$ cat src/logic/timer8_pkg.sv
// constants and types shared by the 8-bit timer block
package timer8_pkg;
  // register byte offsets on the bus
  localparam logic [4:0] OFS_CONTROL_A = 5'h00;
  localparam logic [4:0] OFS_CONTROL_B = 5'h04;
  localparam logic [4:0] OFS_COUNT     = 5'h08;
  localparam logic [4:0] OFS_CMP_A     = 5'h0C;
  localparam logic [4:0] OFS_CMP_B     = 5'h10;
  localparam logic [4:0] OFS_IRQ_MASK  = 5'h14;
  localparam logic [4:0] OFS_IRQ_FLAGS = 5'h18;
  localparam logic [4:0] OFS_IRQ_CTRL  = 5'h1C;
  // field positions in control b
  localparam int BIT_FORCE_A = 7;
  localparam int BIT_FORCE_B = 6;
  localparam int BIT_MODE2   = 3;
  // field positions in control a
  localparam int POS_OUT_MODE_A = 6;
  localparam int POS_OUT_MODE_B = 4;
  // flag and mask bit positions
  localparam int BIT_CMP_B = 2;
  localparam int BIT_CMP_A = 1;
  localparam int BIT_OVF   = 0;
  // reset values
  localparam logic [7:0] RST_BYTE = 8'h00;
  // fixed counter values
  localparam logic [7:0] CNT_MAX    = 8'hFF;
  localparam logic [7:0] CNT_BOTTOM = 8'h00;
  // prescaler tap masks (divide by 8, 64, 256, 1024)
  localparam logic [9:0] TAP_DIV8    = 10'h007;
  localparam logic [9:0] TAP_DIV64   = 10'h03F;
  localparam logic [9:0] TAP_DIV256  = 10'h0FF;
  localparam logic [9:0] TAP_DIV1024 = 10'h3FF;
  // clock source select codes
  localparam logic [2:0] CS_STOP = 3'b000;
  localparam logic [2:0] CS_DIV1 = 3'b001;
  localparam logic [2:0] CS_DIV8 = 3'b010;
  localparam logic [2:0] CS_D64  = 3'b011;
  localparam logic [2:0] CS_D256 = 3'b100;
  localparam logic [2:0] CS_D1K  = 3'b101;
  localparam logic [2:0] CS_FALL = 3'b110;
  localparam logic [2:0] CS_RISE = 3'b111;
  // axi response codes
  localparam logic [1:0] RESP_OKAY   = 2'b00;
  localparam logic [1:0] RESP_SLVERR = 2'b10;
  // waveform generation modes
  typedef enum logic [2:0] {
    WM_NORMAL   = 3'b000,
    WM_PC_FIX   = 3'b001,
    WM_CTC      = 3'b010,
    WM_FAST_FIX = 3'b011,
    WM_RSV4     = 3'b100,
    WM_PC_CMP   = 3'b101,
    WM_RSV6     = 3'b110,
    WM_FAST_CMP = 3'b111
  } wave_mode_t;
endpackage

$ cat src/logic/timer8_ctrl_flags.sv
// 8-bit timer/counter with compare outputs, flags and axi4-lite registers
`timescale 1ns/1ns
`default_nettype none

// Summary of operation
// RULE1: force strobes act only in non-pwm modes
// RULE2: software writes zero strobes in pwm modes
// RULE3: strobe applies compare action per output mode
// RULE4: forced compare sets no flag, no clear
// RULE5: strobe bits always read back zero
// RULE6: reserved register bits read as zero; control a bits 3:2 are stored and read back as written
// RULE7: clock select stops or picks prescaler tap
// RULE8: codes 110/111 count external falling/rising edge
// RULE9: external pin counts even when output
// RULE10: count write blocks next timer-clock match
// RULE11: compare registers compared with count always
// RULE12: mask bits 2,1,0 enable b, a, overflow
// RULE13: request needs global enable, mask, flag
// RULE14: compare match sets channel flag
// RULE15: flag cleared by vector ack or write one
// RULE16: overflow flag set on counter overflow
// RULE17: overflow point depends on waveform mode
// RULE18: three mode bits choose mode and top
// RULE19: non-pwm output mode: off/toggle/clear/set
// RULE20: counter steps per timer clock, holds when stopped
module timer8_ctrl_flags
  import timer8_pkg::*;
(
  // clock and reset
  input  wire logic        aclk,
  input  wire logic        aresetn,
  // axi4-lite write address
  input  wire logic [4:0]  s_axi_awaddr,
  input  wire logic        s_axi_awvalid,
  output logic             s_axi_awready,
  // axi4-lite write data
  input  wire logic [31:0] s_axi_wdata,
  input  wire logic [3:0]  s_axi_wstrb,
  input  wire logic        s_axi_wvalid,
  output logic             s_axi_wready,
  // axi4-lite write response
  output logic [1:0]       s_axi_bresp,
  output logic             s_axi_bvalid,
  input  wire logic        s_axi_bready,
  // axi4-lite read address
  input  wire logic [4:0]  s_axi_araddr,
  input  wire logic        s_axi_arvalid,
  output logic             s_axi_arready,
  // axi4-lite read data
  output logic [31:0]      s_axi_rdata,
  output logic [1:0]       s_axi_rresp,
  output logic             s_axi_rvalid,
  input  wire logic        s_axi_rready,
  // timer pins
  input  wire logic        ext_count_pin,
  output logic             wave_out_a,
  output logic             wave_out_b,
  output logic             wave_en_a,
  output logic             wave_en_b,
  // interrupt requests and vector acknowledges
  input  wire logic        ack_cmp_a,
  input  wire logic        ack_cmp_b,
  input  wire logic        ack_overflow,
  output logic             irq_cmp_a,
  output logic             irq_cmp_b,
  output logic             irq_overflow
);
  import timer8_pkg::*;

  typedef struct packed {
    logic       aw_got;
    logic [4:0] aw_addr;
    logic       w_got;
    logic [7:0] w_data;
    logic       w_lane0;
    logic       bvalid;
    logic [1:0] bresp;
    logic       rvalid;
    logic [7:0] rdata;
    logic [1:0] rresp;
    logic [7:0] control_a;
    logic       mode_bit2;
    logic [2:0] clock_sel;
    logic [7:0] count;
    logic [7:0] cmp_a;
    logic [7:0] cmp_b;
    logic [2:0] mask;
    logic [2:0] flags;
    logic       global_en;
    logic       block_match;
    logic       count_down;
    logic [9:0] prescale;
    logic       pin_last;
    logic       out_a;
    logic       out_b;
  } state_t;

  state_t st_r;
  state_t st_nxt;

  ////////////////////////////////////////////////////////////////////////////
  // decoded helpers
  wave_mode_t mode;
  logic       pwm_mode;
  logic       fast_mode;
  logic       pc_mode;
  logic [7:0] top_val;
  logic       tick;
  logic       match_a;
  logic       match_b;
  logic       ovf_evt;
  logic       wr_fire;
  logic       rd_fire;
  logic       wr_ok;
  logic       force_a;
  logic       force_b;
  logic [1:0] om_a;
  logic [1:0] om_b;

  // mode decode and top selection
  always_comb begin
    mode      = wave_mode_t'({st_r.mode_bit2, st_r.control_a[1:0]}); // RULE18
    pc_mode   = (st_r.control_a[1:0] == 2'b01);
    fast_mode = (st_r.control_a[1:0] == 2'b11);
    pwm_mode  = pc_mode | fast_mode;
    top_val   = (mode == WM_CTC || mode == WM_PC_CMP || mode == WM_FAST_CMP) ? st_r.cmp_a : CNT_MAX;
    om_a      = st_r.control_a[POS_OUT_MODE_A +: 2];
    om_b      = st_r.control_a[POS_OUT_MODE_B +: 2];
  end

  // timer clock select
  always_comb begin
    case (st_r.clock_sel) // RULE7
      CS_STOP: tick = 1'b0;
      CS_DIV1: tick = 1'b1;
      CS_DIV8: tick = (st_r.prescale & TAP_DIV8) == TAP_DIV8;
      CS_D64:  tick = (st_r.prescale & TAP_DIV64) == TAP_DIV64;
      CS_D256: tick = (st_r.prescale & TAP_DIV256) == TAP_DIV256;
      CS_D1K:  tick = (st_r.prescale & TAP_DIV1024) == TAP_DIV1024;
      // pin read regardless of its direction
      CS_FALL: tick = st_r.pin_last & ~ext_count_pin; // RULE8 RULE9
      CS_RISE: tick = ~st_r.pin_last & ext_count_pin; // RULE8 RULE9
      default: tick = 1'b0;
    endcase
  end

  // compare and overflow events on a timer clock
  always_comb begin
    match_a = tick & ~st_r.block_match & (st_r.count == st_r.cmp_a); // RULE11 RULE10
    match_b = tick & ~st_r.block_match & (st_r.count == st_r.cmp_b); // RULE11 RULE10
    if (pc_mode) begin
      ovf_evt = tick & (st_r.count == CNT_BOTTOM) & st_r.count_down; // RULE17
    end else if (mode == WM_FAST_CMP) begin
      ovf_evt = tick & (st_r.count == top_val); // RULE17
    end else begin
      ovf_evt = tick & (st_r.count == CNT_MAX); // RULE16 RULE17
    end
  end

  // bus handshake terms
  always_comb begin
    s_axi_awready = ~st_r.aw_got & ~st_r.bvalid;
    s_axi_wready  = ~st_r.w_got & ~st_r.bvalid;
    s_axi_arready = ~st_r.rvalid;
    wr_fire = st_r.aw_got & st_r.w_got & ~st_r.bvalid;
    rd_fire = s_axi_arvalid & s_axi_arready;
    wr_ok   = wr_fire & st_r.w_lane0;
    force_a = wr_ok & (st_r.aw_addr == OFS_CONTROL_B) & st_r.w_data[BIT_FORCE_A] & ~pwm_mode; // RULE1
    force_b = wr_ok & (st_r.aw_addr == OFS_CONTROL_B) & st_r.w_data[BIT_FORCE_B] & ~pwm_mode; // RULE1
  end

  // output action for one channel in its mode
  function automatic logic wave_next(input logic cur, input logic [1:0] om, input logic hit,
                                     input logic at_top, input logic pwm, input logic fast,
                                     input logic down, input logic tgl_ok);
    logic res;
    res = cur;
    if (!pwm) begin
      if (hit) begin
        case (om) // RULE19 RULE3
          2'b01:   res = ~cur;
          2'b10:   res = 1'b0;
          2'b11:   res = 1'b1;
          default: res = cur;
        endcase
      end
    end else if (om == 2'b01) begin
      if (hit && tgl_ok) begin
        res = ~cur;
      end
    end else if (om[1]) begin
      if (fast) begin
        if (hit) begin
          res = om[0];
        end else if (at_top) begin
          res = ~om[0];
        end
      end else if (hit) begin
        res = om[0] ^ down;
      end
    end
    return res;
  endfunction

  ////////////////////////////////////////////////////////////////////////////
  // next state
  always_comb begin
    st_nxt = st_r;
    st_nxt.prescale = st_r.prescale + 10'h001;
    st_nxt.pin_last = ext_count_pin;
    if (tick) begin
      st_nxt.block_match = 1'b0;
    end
    // counter sequence per mode
    if (tick) begin // RULE20
      if (pc_mode) begin
        if (!st_r.count_down && st_r.count >= top_val) begin
          st_nxt.count_down = 1'b1;
          st_nxt.count = st_r.count - 8'h01;
        end else if (st_r.count_down && st_r.count == CNT_BOTTOM) begin
          st_nxt.count_down = 1'b0;
          st_nxt.count = st_r.count + 8'h01;
        end else begin
          st_nxt.count = st_r.count_down ? st_r.count - 8'h01 : st_r.count + 8'h01;
        end
      end else if ((mode == WM_CTC || mode == WM_FAST_CMP) && st_r.count == top_val) begin
        st_nxt.count = CNT_BOTTOM; // forced compare never reaches here
      end else begin
        st_nxt.count = st_r.count + 8'h01;
      end
    end
    // waveform outputs; forced compare acts like a match
    st_nxt.out_a = wave_next(st_r.out_a, om_a, match_a | force_a, tick & (st_r.count == top_val), // RULE3
                             pwm_mode, fast_mode, st_r.count_down, st_r.mode_bit2);
    st_nxt.out_b = wave_next(st_r.out_b, om_b, match_b | force_b, tick & (st_r.count == top_val), // RULE3
                             pwm_mode, fast_mode, st_r.count_down, 1'b0);
    // flags: clear by ack or write-one, set wins
    if (ack_cmp_a) st_nxt.flags[BIT_CMP_A] = 1'b0; // RULE15
    if (ack_cmp_b) st_nxt.flags[BIT_CMP_B] = 1'b0; // RULE15
    if (ack_overflow) st_nxt.flags[BIT_OVF] = 1'b0; // RULE15
    if (wr_ok && st_r.aw_addr == OFS_IRQ_FLAGS) begin
      st_nxt.flags = st_nxt.flags & ~st_r.w_data[2:0]; // RULE15
    end
    // only real matches and overflows set flags, never forced compares
    if (match_a) st_nxt.flags[BIT_CMP_A] = 1'b1; // RULE14 RULE4
    if (match_b) st_nxt.flags[BIT_CMP_B] = 1'b1; // RULE14 RULE4
    if (ovf_evt) st_nxt.flags[BIT_OVF] = 1'b1; // RULE16
    // address and data capture
    if (s_axi_awvalid && s_axi_awready) begin
      st_nxt.aw_got  = 1'b1;
      st_nxt.aw_addr = s_axi_awaddr;
    end
    if (s_axi_wvalid && s_axi_wready) begin
      st_nxt.w_got   = 1'b1;
      st_nxt.w_data  = s_axi_wdata[7:0];
      st_nxt.w_lane0 = s_axi_wstrb[0];
    end
    // register writes
    if (wr_fire) begin
      st_nxt.aw_got = 1'b0;
      st_nxt.w_got  = 1'b0;
      st_nxt.bvalid = 1'b1;
      st_nxt.bresp  = RESP_OKAY;
      if (wr_ok) begin
        case (st_r.aw_addr)
          OFS_CONTROL_A: st_nxt.control_a = st_r.w_data;
          OFS_CONTROL_B: begin
            st_nxt.mode_bit2 = st_r.w_data[BIT_MODE2];
            st_nxt.clock_sel = st_r.w_data[2:0];
          end
          OFS_COUNT: begin
            st_nxt.count       = st_r.w_data;
            st_nxt.block_match = 1'b1; // RULE10
          end
          OFS_CMP_A:     st_nxt.cmp_a = st_r.w_data;
          OFS_CMP_B:     st_nxt.cmp_b = st_r.w_data;
          OFS_IRQ_MASK:  st_nxt.mask = st_r.w_data[2:0]; // RULE12
          OFS_IRQ_FLAGS: st_nxt.bresp = RESP_OKAY;
          OFS_IRQ_CTRL:  st_nxt.global_en = st_r.w_data[0];
          default:       st_nxt.bresp = RESP_SLVERR;
        endcase
      end
    end
    if (st_r.bvalid && s_axi_bready) begin
      st_nxt.bvalid = 1'b0;
    end
    // register reads, reserved bits zero except control a bits 3:2
    if (rd_fire) begin
      st_nxt.rvalid = 1'b1;
      st_nxt.rresp  = RESP_OKAY;
      case (s_axi_araddr)
        OFS_CONTROL_A: st_nxt.rdata = st_r.control_a;
        OFS_CONTROL_B: st_nxt.rdata = {4'h0, st_r.mode_bit2, st_r.clock_sel}; // RULE5 RULE6
        OFS_COUNT:     st_nxt.rdata = st_r.count;
        OFS_CMP_A:     st_nxt.rdata = st_r.cmp_a;
        OFS_CMP_B:     st_nxt.rdata = st_r.cmp_b;
        OFS_IRQ_MASK:  st_nxt.rdata = {5'h00, st_r.mask}; // RULE6
        OFS_IRQ_FLAGS: st_nxt.rdata = {5'h00, st_r.flags}; // RULE6
        OFS_IRQ_CTRL:  st_nxt.rdata = {7'h00, st_r.global_en};
        default: begin
          st_nxt.rdata = RST_BYTE;
          st_nxt.rresp = RESP_SLVERR;
        end
      endcase
    end
    if (st_r.rvalid && s_axi_rready) begin
      st_nxt.rvalid = 1'b0;
    end
  end

  // state register
  always_ff @(posedge aclk) begin
    if (!aresetn) begin
      st_r <= '0;
    end else begin
      st_r <= st_nxt;
    end
  end

  ////////////////////////////////////////////////////////////////////////////
  // outputs
  always_comb begin
    s_axi_bvalid = st_r.bvalid;
    s_axi_bresp  = st_r.bresp;
    s_axi_rvalid = st_r.rvalid;
    s_axi_rresp  = st_r.rresp;
    s_axi_rdata  = {24'h00_0000, st_r.rdata};
    wave_out_a   = st_r.out_a;
    wave_out_b   = st_r.out_b;
    wave_en_a    = (om_a != 2'b00);
    wave_en_b    = (om_b != 2'b00);
    irq_cmp_a    = st_r.global_en & st_r.mask[BIT_CMP_A] & st_r.flags[BIT_CMP_A]; // RULE13
    irq_cmp_b    = st_r.global_en & st_r.mask[BIT_CMP_B] & st_r.flags[BIT_CMP_B]; // RULE13
    irq_overflow = st_r.global_en & st_r.mask[BIT_OVF] & st_r.flags[BIT_OVF]; // RULE13
  end
endmodule
`default_nettype wire

$ cat config.mk
export PLATFORM = sky130hd
export DESIGN_NAME = timer8_ctrl_flags
export DESIGN_NICKNAME = d
export VERILOG_FILES = /design/src/logic/timer8_pkg.sv /design/src/logic/timer8_ctrl_flags.sv
export SDC_FILE = /design/constraint.sdc
export NUM_CORES = 1
export LEC_CHECK = 0
export BUFFER_PORTS_ARGS = -buffer_cell sky130_fd_sc_hd__buf_2
export CAP_MARGIN = 25
export CORE_MARGIN = 2
export CORE_UTILIZATION = 45
export CTS_CLUSTER_DIAMETER = 30
export DETAILED_ROUTE_END_ITERATION = 7
export HOLD_SLACK_MARGIN = 0.05
export PLACE_DENSITY = 0.76
export SLEW_MARGIN = 15
export SYNTH_ARGS = -nofsm -noshare
export SYNTH_HDL_FRONTEND = slang
export SYNTH_SLANG_ARGS = --single-unit
export TNS_END_PERCENT = 20
$ cat constraint.sdc
create_clock -name aclk -period 2.7 [get_ports aclk]
set_input_delay 0 -clock aclk [delete_from_list [all_inputs] [get_ports aclk]]
set_output_delay 0 -clock aclk [all_outputs]
set_load 0.02 [all_outputs]
==> results of run 1 <==
power by group:
part | internal, µW | total [µW] | switching (µW) | leakage [µW]
Clock | 655 | 1200 | 542 | 0.000140
Combinational | 107 | 289 | 183 | 0.00171
Sequential | 1300 | 1340 | 44.9 | 0.000699
synth_stat cells, drive strengths merged (2+ instances only):
cell / number
a41oi: 3
a22oi: 4
inv: 11
a21oi: 42
and2: 10
xor2: 24
nor3b: 2
and4: 4
nand3b: 4
mux2: 4
mux2i: 37
o2111ai: 2
or4: 2
nand3: 24
or2: 3
ha: 12
o31ai: 2
xnor2: 8
and3: 9
a211o: 4
mux4: 5
nor2b: 6
clkbuf: 31
buf: 40
nor2: 95
o211ai: 5
nand2: 57
nor4: 4
o221a: 2
nor3: 15
nand4b: 2
or3: 8
a2111oi: 2
nand4: 3
a211oi: 8
a31oi: 5
a2bb2oi: 2
o311ai: 2
nand2b: 8
dfxtp: 86
o21ai: 13
critical path: cells and delay by family (launching register included):
kind	cells	cell delay (ns)
simple gates	4	0.97
fa+ha+maj	1	0.23
compound gates	5	0.96
flops	1	0.37
registers in the layout, indices dropped and copies added, names as in the netlist:
register	cells
wave_out_a	1
s_axi_bresp	1
s_axi_rvalid	1
s_axi_rdata	8
s_axi_rresp	1
om_a	2
st_r	65
om_b	2
wave_out_b	1
s_axi_bvalid	1
mode	3
cells by family (layout without fill, tap and decap cells):
kind of cell    count (synthesis)  count (layout)  share of synthesized area (%)
flops                          86              86                           33.8
compound gates                109             109                           14.2
buf+inv                        82             121                           8.76
fa+ha+maj                      12              12                           2.95
mux                            46              46                           10.4
xor+xnor                       32              32                           5.50
simple gates                  259             259                           24.3
other cells                     1              26                         0.0736
worst min-delay path by stage:
stage	end	cells after the start
after floorplan	s_axi_rvalid	1
after global placement	s_axi_rvalid	2
after detailed placement	s_axi_rvalid	2
after CTS	st_r[43]	2
after global routing	st_r[43]	2
final	st_r[43]	2
per-layer routing:
layer  GRT usage, %  up-vias  part of all wire [%]
met5              0        -                     0
met3           5.05       30                   6.5
met2           39.6      188                    49
met4           9.17        0                   3.3
li1               -     2265                     -
met1           28.4     2261                    41
what timing repair did:
| item | CTS | global route |
|---|---|---|
| hold buffers | 21 | 0 |
| gates resized for setup | 2 | 14 |
| endpoints found under the setup margin | 5 | 8 |
| pin swaps | 1 | 4 |
| hold endpoints to repair | 20 | 0 |
| buffers inserted | 1 | 1 |
layout make-up:
type,count,area [µm²]
Tap cell,140,175
Sequential cell,86,1730
Timing Repair Buffer,94,631
Fill cell,983,4950
Inverter,11,41.3
Clock buffer,10,239
Multi-Input combinational cell,484,3120
Clock inverter,6,46.3
through the flow:
stage	setup TNS, ns	total power (µW)	hold WS [ns]	worst slack (ns)
5_1_grt	-0.0293	2920	0.106	-0.0228
3_3_place_gp	0	1630	0.185	0.0655
2_1_floorplan	0	1580	0.100	0.0344
3_5_place_dp	-0.0716	1630	0.209	-0.0390
4_1_cts	0	2840	0.0825	0.000619
6_report	0	2830	0.0891	0.0943
layout by cell type, fill, tap and decap left out, types with 4 or more instances in the layout:
cell type      synthesis  final
a211oi_1               7      7
mux2_2                 4      4
nand3_1               24     24
nand3b_1               4      4
buf_4                 36     22
nand2b_1               8      8
dlygate4sd3_1          0     21
inv_1                 10      9
o21ai_0               12     10
or3_1                  8      7
a31oi_1                5      5
a21oi_1               42     40
o211ai_1               5      5
and4_1                 4      4
mux4_2                 5      5
a22oi_1                4      4
dfxtp_1               86     84
conb_1                 1     26
nor3_1                15     14
and3_1                 9      9
xnor2_1                8      8
mux2i_1               37     37
nor2_1                95     94
buf_2                  3     51
clkbuf_16              0      9
nand2_1               57     57
a211o_1                4      4
ha_1                  12     11
nor2b_1                6      6
and2_1                10     10
xor2_1                24     24
==> results.ini, run 1 <==
[clocking]
h-tree-depth=3
clkSinkCount=86
clk_latency_ns=0.34
clockBufferDepth=2
clock-root-buffer=clkbuf_16
path_clk_slew_ns=0.07
cts_tree=yes
cts_buffers=9

[synth]
syn_area_um2=5100
ys_seq_area_share_pct=33.8
ys_warn_count=0
syn-instance-count=627
ys_seq_elements=86
synth_top_area_share_pct=33.8
synth_area_per_cell_um2=8.13
synth-edff-count=0
ys_async_sr_fraction_pct=0
synth_cell_types=65
synth_top_area_cell=dfxtp_1
ys.flop_type=dfxtp_1
synthTopCellsByArea=dfxtp_1 (34%), mux2i_1 (7.3%), nor2_1 (7.0%)

[worst_setup_path]
cp_cell_sequence=nor3_4 -> a21oi_4 -> or2_4 -> ha_4 -> a21oi_4 -> o221ai_4 -> a211oi_4 -> nor2_4 -> or3_4 -> a41oi_1
rrSetupSlack_ns=0.09
slowest_stage=or3_4
critPathRequiredTime_ns=2.96
cp-start-kind=register
endpoint=st_r[41]
rr_startpoint=mode[2]
crit_path_max_fanout=8
crit_top_cell=a21oi_4
startpoint=mode[2]
rr_worst_depth=10
max_stage_delay_ns=0.40
crit_type=reg -> reg
r2r_end=st_r[41]
cp.arrival_ns=2.87
critPathCaptureType=register

[timing]
setup_viol=0
worst_slew_pin_slew_ns=0.543
fmax_mhz=384
slew_violations=0
final_hold_viol_count=0
finClkSkew_ns=0.00682
final.period_utilization_pct=96.5
fin_crit_ns=2.61
rsz0062_at_grt=yes
max_slew_margin_pct=63.4

[final_layout]
syn2layout_area_growth_pct=17.4
drive_above_1_share_pct=17.5
layout.cells.non_filler=831
utilization_pct=54.7
final_area_um2=5980
nets=755
antenna_cells=0

[floorplan]
chipHeight_um=110
die-area_um2=12200
die_width_um=110
fp-row-count=38
initial_utilization_pct=46.6
core_um2=10900
ios=105

[placed_design]
gp_congestion=0.970
placed_area_um2=5410
place_hpwl_um=10100
place_inst=792
numPortBuffers=51

[global_route]
grt_first_pass_wirelength_um=23000
grt_use_total_pct=23.2
grt_overflow=0
grt_pass1_vias=4619
grt_max_degree=42
antenna_found_initial=0

[route]
wl_per_cell_um=17.2
drc=0
routed_via_density=5.71
drtPass1Iterations=5
drtIter0Drc=338
num_vias=4744
drt_wl_total_um=14300
antenna_left=0

[run]
maxCapViolCount=0

[run_status]
status=finished, final reports clean

[pwr]
power_density_nw_per_um2=473
vdd_ir_drop_max_mv=0.499
p_leak_uw=0.00255

[min_path]
hold_path.startpoint=aresetn
hold_class=in -> reg

(Power assumes the default switching activity.)
==> run 2: changes to the inputs <==
- BUFFER_PORTS_ARGS: -buffer_cell sky130_fd_sc_hd__buf_2 -> default
- DONT_BUFFER_PORTS: default -> 1
- PLACE_DENSITY: 0.76 -> 0.68
==> results.ini, run 2 (same netlist as run 1, synthesis figures left out) <==
[route]
drtIter0Drc=298
routed_via_density=5.76
drc=0
wl_per_cell_um=17.8
drt_wl_total_um=14100
num_vias=4542
antenna_left=0
drtPass1Iterations=5

[clocking]
clock-root-buffer=clkbuf_16
cts_buffers=9
clk_latency_ns=0.34
clockBufferDepth=2
h-tree-depth=3
clkSinkCount=86
cts_tree=yes
path_clk_slew_ns=0.06

[final_layout]
final_area_um2=5810
antenna_cells=0
syn2layout_area_growth_pct=14.0
n_fill_cell=1020
multi_input_area_um2=3110
final_cell_mix=nor2_1 (94), dfxtp_1 (84), nand2_1 (57), a21oi_1 (40), mux2i_1 (37)
layout.area.seq_um2=1730
top_register=st_r
nets=713
drive_above_1_share_pct=10.2
final_common_cell=nor2_1
largest_reg_flops=65

[pwr]
power_density_nw_per_um2=494
p_leak_uw=0.00236
p_total_uw=2870
vdd_ir_drop_max_mv=0.405

[worst_setup_path]
crit_family=compound AO/OA/AOI/OAI gates
rrSetupSlack_ns=0.02
crit_top_cell=a21oi_4
max_stage_delay_ns=0.42
cp_cell_sequence=nor3_4 -> a21oi_4 -> or2_4 -> ha_4 -> a21oi_4 -> o221ai_4 -> a211oi_4 -> nor2_4 -> or3_1 -> a41oi_1
cp-start-kind=register
critPathCaptureType=register
startpoint=mode[2]
cp_num_buf_inv=0
cp.arrival_ns=2.94
slowest_stage=a211oi_4
critPathRequiredTime_ns=2.96
crit_path_max_fanout=8
rr_startpoint=mode[2]
crit_type=reg -> reg

[placed_design]
placed_area_um2=5170
gp_congestion=1.01
place_hpwl_um=10100
numPortBuffers=0

[timing]
slew_violations=0
max_slew_margin_pct=48.2
setup_viol=0
finClkSkew_ns=0.0101
final_hold_viol_count=0
final.period_utilization_pct=99.3
worst_slew_pin_slew_ns=0.774
rsz0062_at_grt=yes
fin_crit_ns=2.68
hold-worst-slack_ns=0.0565
fmax_mhz=373

[floorplan]
die-area_um2=12200
initial_utilization_pct=46.6
fp-row-count=38
ios=105
chipHeight_um=110
core_um2=10900
die_width_um=110

[global_route]
grt_use_total_pct=22.9
antenna_found_initial=0
grt_use_met1_pct=27.9
grt_max_degree=44
grt_overflow=0
grt_pass1_vias=4486
use_met2_pct=39.8
met3_usage_pct=3.84
grt_first_pass_wirelength_um=22800
busiest_layer=met2

[min_path]
hold_path.startpoint=s_axi_araddr[3]
hold_class=in -> reg

[run_status]
status=finished, final reports clean

[run]
maxCapViolCount=0

run 2: cell types whose count changed in the layout (fill, tap and decap cells not counted), moves of 2 or more:
cell | previous run | this run
buf_2 | 51 | 0
dlygate4sd3_1 | 21 | 29
clkbuf_1 | 0 | 2
clkinv_2 | 2 | 0
clkinv_4 | 2 | 0
run 2: final timing paths:
path / end / cells past startpoint
worst max-delay path: st_r[41] / 10
worst min-delay path: s_axi_rdata[6] / 4
worst max register to register: st_r[41] / 10
worst min register to register: st_r[3] / 1
run 2: worst min-delay path, stage by stage:
cell and delay (ns):
a22oi_1 0.05, nor2_1 0.10, a211oi_1 0.06, nor3_1 0.13
run 2: power breakdown:
part           switching [µW]  total (µW)  internal, µW
registers                56.1        1360          1300
logic                     155         248          92.7
clock network             521        1270           747
total                     733        2870          2140
run 2: cell type report:
class                           count  area share, %
Sequential cell                    86           29.7
Timing Repair Buffer               52           7.97
Clock inverter                      4          0.926
Multi-Input combinational cell    484           53.4
Clock buffer                       12           4.24
Tap cell                          140           3.01
Inverter                           11          0.710
run 2: what timing repair did:
| action | 4_1_cts | 5_1_grt |
|---|---|---|
| gates resized for setup | 1 | 10 |
| buffers inserted | 0 | 1 |
| endpoints found under the setup margin | 5 | 9 |
| endpoints found under the hold margin | 54 | 0 |
| pin swaps | 1 | 3 |
| hold buffers | 29 | 0 |
run 2: through the flow:
stage               utilization [%]  instances  setup TNS, ns  worst slack [ns]
global placement               47.3        743              0            0.0769
global route                   53.1        789         -0.275           -0.0855
floorplan                         -        652              0            0.0344
finish                         53.1        789              0            0.0181
CTS                            52.7        788              0           0.00327
detailed placement             47.3        743        -0.0801           -0.0296
run 2: per-layer routing:
metal / wire [µm] / vias to the layer above / share of wire, %
met5: 0 / - / 0
met4: 435 / 0 / 3.1
met3: 877 / 34 / 6.2
met2: 6880 / 174 / 49
met1: 5880 / 2158 / 42
li1: - / 2176 / -
==> run 3: changes to the inputs <==
- PLACE_DENSITY: 0.68 -> 0.66
- clock period: 2.7 -> 3.2 ns (I/O delays scaled with it)
==> results.ini, run 3 (same netlist as run 1, synthesis figures left out) <==
[clocking]
path_clk_slew_ns=0.07
clockBufferDepth=2
clk_latency_ns=0.34
cts_tree=yes
clkSinkCount=86
cts_buffers=9
h-tree-depth=3
clock-root-buffer=clkbuf_16

[worst_setup_path]
crit_path_max_fanout=8
crit_type=reg -> reg
critPathRequiredTime_ns=3.47
r2r_end=st_r[39]
cp.arrival_ns=3.18
rr_startpoint=mode[0]
rrSetupSlack_ns=0.29
rr_worst_depth=11
critPathCaptureType=register
cp-start-kind=register

[global_route]
grt_use_total_pct=22.5
grt_max_degree=53
grt_first_pass_wirelength_um=22300
grt_overflow=0
antenna_found_initial=0
grt_pass1_vias=4421

[route]
drt_wl_total_um=13800
drtPass1Iterations=7
antenna_left=0
wl_per_cell_um=17.4
drc=0
drtIter0Drc=300
num_vias=4533
routed_via_density=5.75

[min_path]
hold_path.startpoint=s_axi_araddr[3]
hold_class=in -> reg
holdPathStages=4
hold_path_end=s_axi_rdata[2]

[floorplan]
die_width_um=110
chipHeight_um=110
initial_utilization_pct=46.6
core_um2=10900
die-area_um2=12200
ios=105
fp-row-count=38

[timing]
final_hold_viol_count=0
final.period_utilization_pct=90.9
slew_violations=0
setup_viol=0
finClkSkew_ns=0.00886
rsz0062_at_grt=no
max_slew_margin_pct=42.6
fin_tns_setup_ns=0
fin_crit_ns=2.91
fmax_mhz=344
worst_slew_pin_slew_ns=0.860

[final_layout]
final_common_cell=nor2_1
final_cell_mix=nor2_1 (95), dfxtp_1 (86), nand2_1 (57), a21oi_1 (41), mux2i_1 (37)
final_area_um2=5710
nets=712
drive_above_1_share_pct=8.64
antenna_cells=0
top_register=st_r
largest_reg_flops=65
syn2layout_area_growth_pct=12.1
utilization_pct=52.3

[pwr]
power_density_nw_per_um2=411
p_total_uw=2350
vdd_ir_drop_max_mv=0.236
p_leak_uw=0.00234

[placed_design]
gp_congestion=0.931
placed_area_um2=5100
place_hpwl_um=9760
numPortBuffers=0

[run]
maxCapViolCount=0

[run_status]
status=finished, final reports clean

==> run 3: cell count changes in the layout (fill, tap and decap cells not counted), sizes merged <==
cell         change
buf              -3
bufinv           -1
clkinv           +1
clkbuf           -1
dlygate4sd3      +2
inv              +1
==> run 3: repair_timing <==
item	4_1_cts	5_1_grt
gates resized for setup	0	3
hold buffers	31	0
endpoints found under the hold margin	42	0
endpoints found under the setup margin	0	4
buffers inserted	0	2
==> run 3: cell type report <==
class,instances,area [µm²]
clock buffer,11,233
multi-input combinational,484,3040
clock inverter,5,43.8
tap,140,175
fill,1022,5220
timing repair buffer,51,460
inverter,11,41.3
sequential,86,1720
==> run 3: power by group <==
group	leakage, µW	total (µW)	internal, µW	switching [µW]
sequential	0.000698	1150	1100	47.8
combinational	0.00151	206	79.1	127
clock	0.000128	995	537	458
total	0.00234	2350	1710	633
==> run 3: how the worst max path moves through the flow <==
stage,slack [ns],depth (start not counted),startpoint,to
after floorplan,0.25,12,mode[1],st_r[41]
after global placement,0.29,11,mode[1],st_r[42]
after detailed placement,0.18,11,mode[1],st_r[42]
after CTS,0.18,11,mode[1],st_r[42]
after global routing,0.06,10,mode[0],st_r[42]
final,0.29,11,mode[0],st_r[39]
==> run 3: worst max-delay path: stages, from the launching register on <==
cell and delay, ns:
dfxtp_1 0.36, nor3_2 0.23, a21oi_2 0.11, or2_2 0.30, ha_1 0.30, a21oi_1 0.06, o221ai_1 0.40, a211oi_4 0.15
buf_4 0.17, or3_1 0.32, a211o_1 0.33, a21oi_1 0.12
==> run 3: layer usage <==
layer  part of all wire [%]  up-vias  wire length, µm  GRT usage [%]
met5                      0        -                0              0
met1                     43     2163             5880           28.8
li1                       -     2178                -              -
met3                    5.9       23              809           3.79
met4                    2.6        0              355           7.67
met2                     49      169             6710           38.5
==> run 3: through the flow <==
step / setup slack, ns / instances / hold WS, ns
global placement: 0.285 / 739 / 0.102
CTS: 0.180 / 786 / 0.0530
global route: 0.0612 / 788 / 0.0860
detailed placement: 0.176 / 739 / 0.106
finish: 0.292 / 788 / 0.0574
floorplan: 0.246 / 652 / 0.100
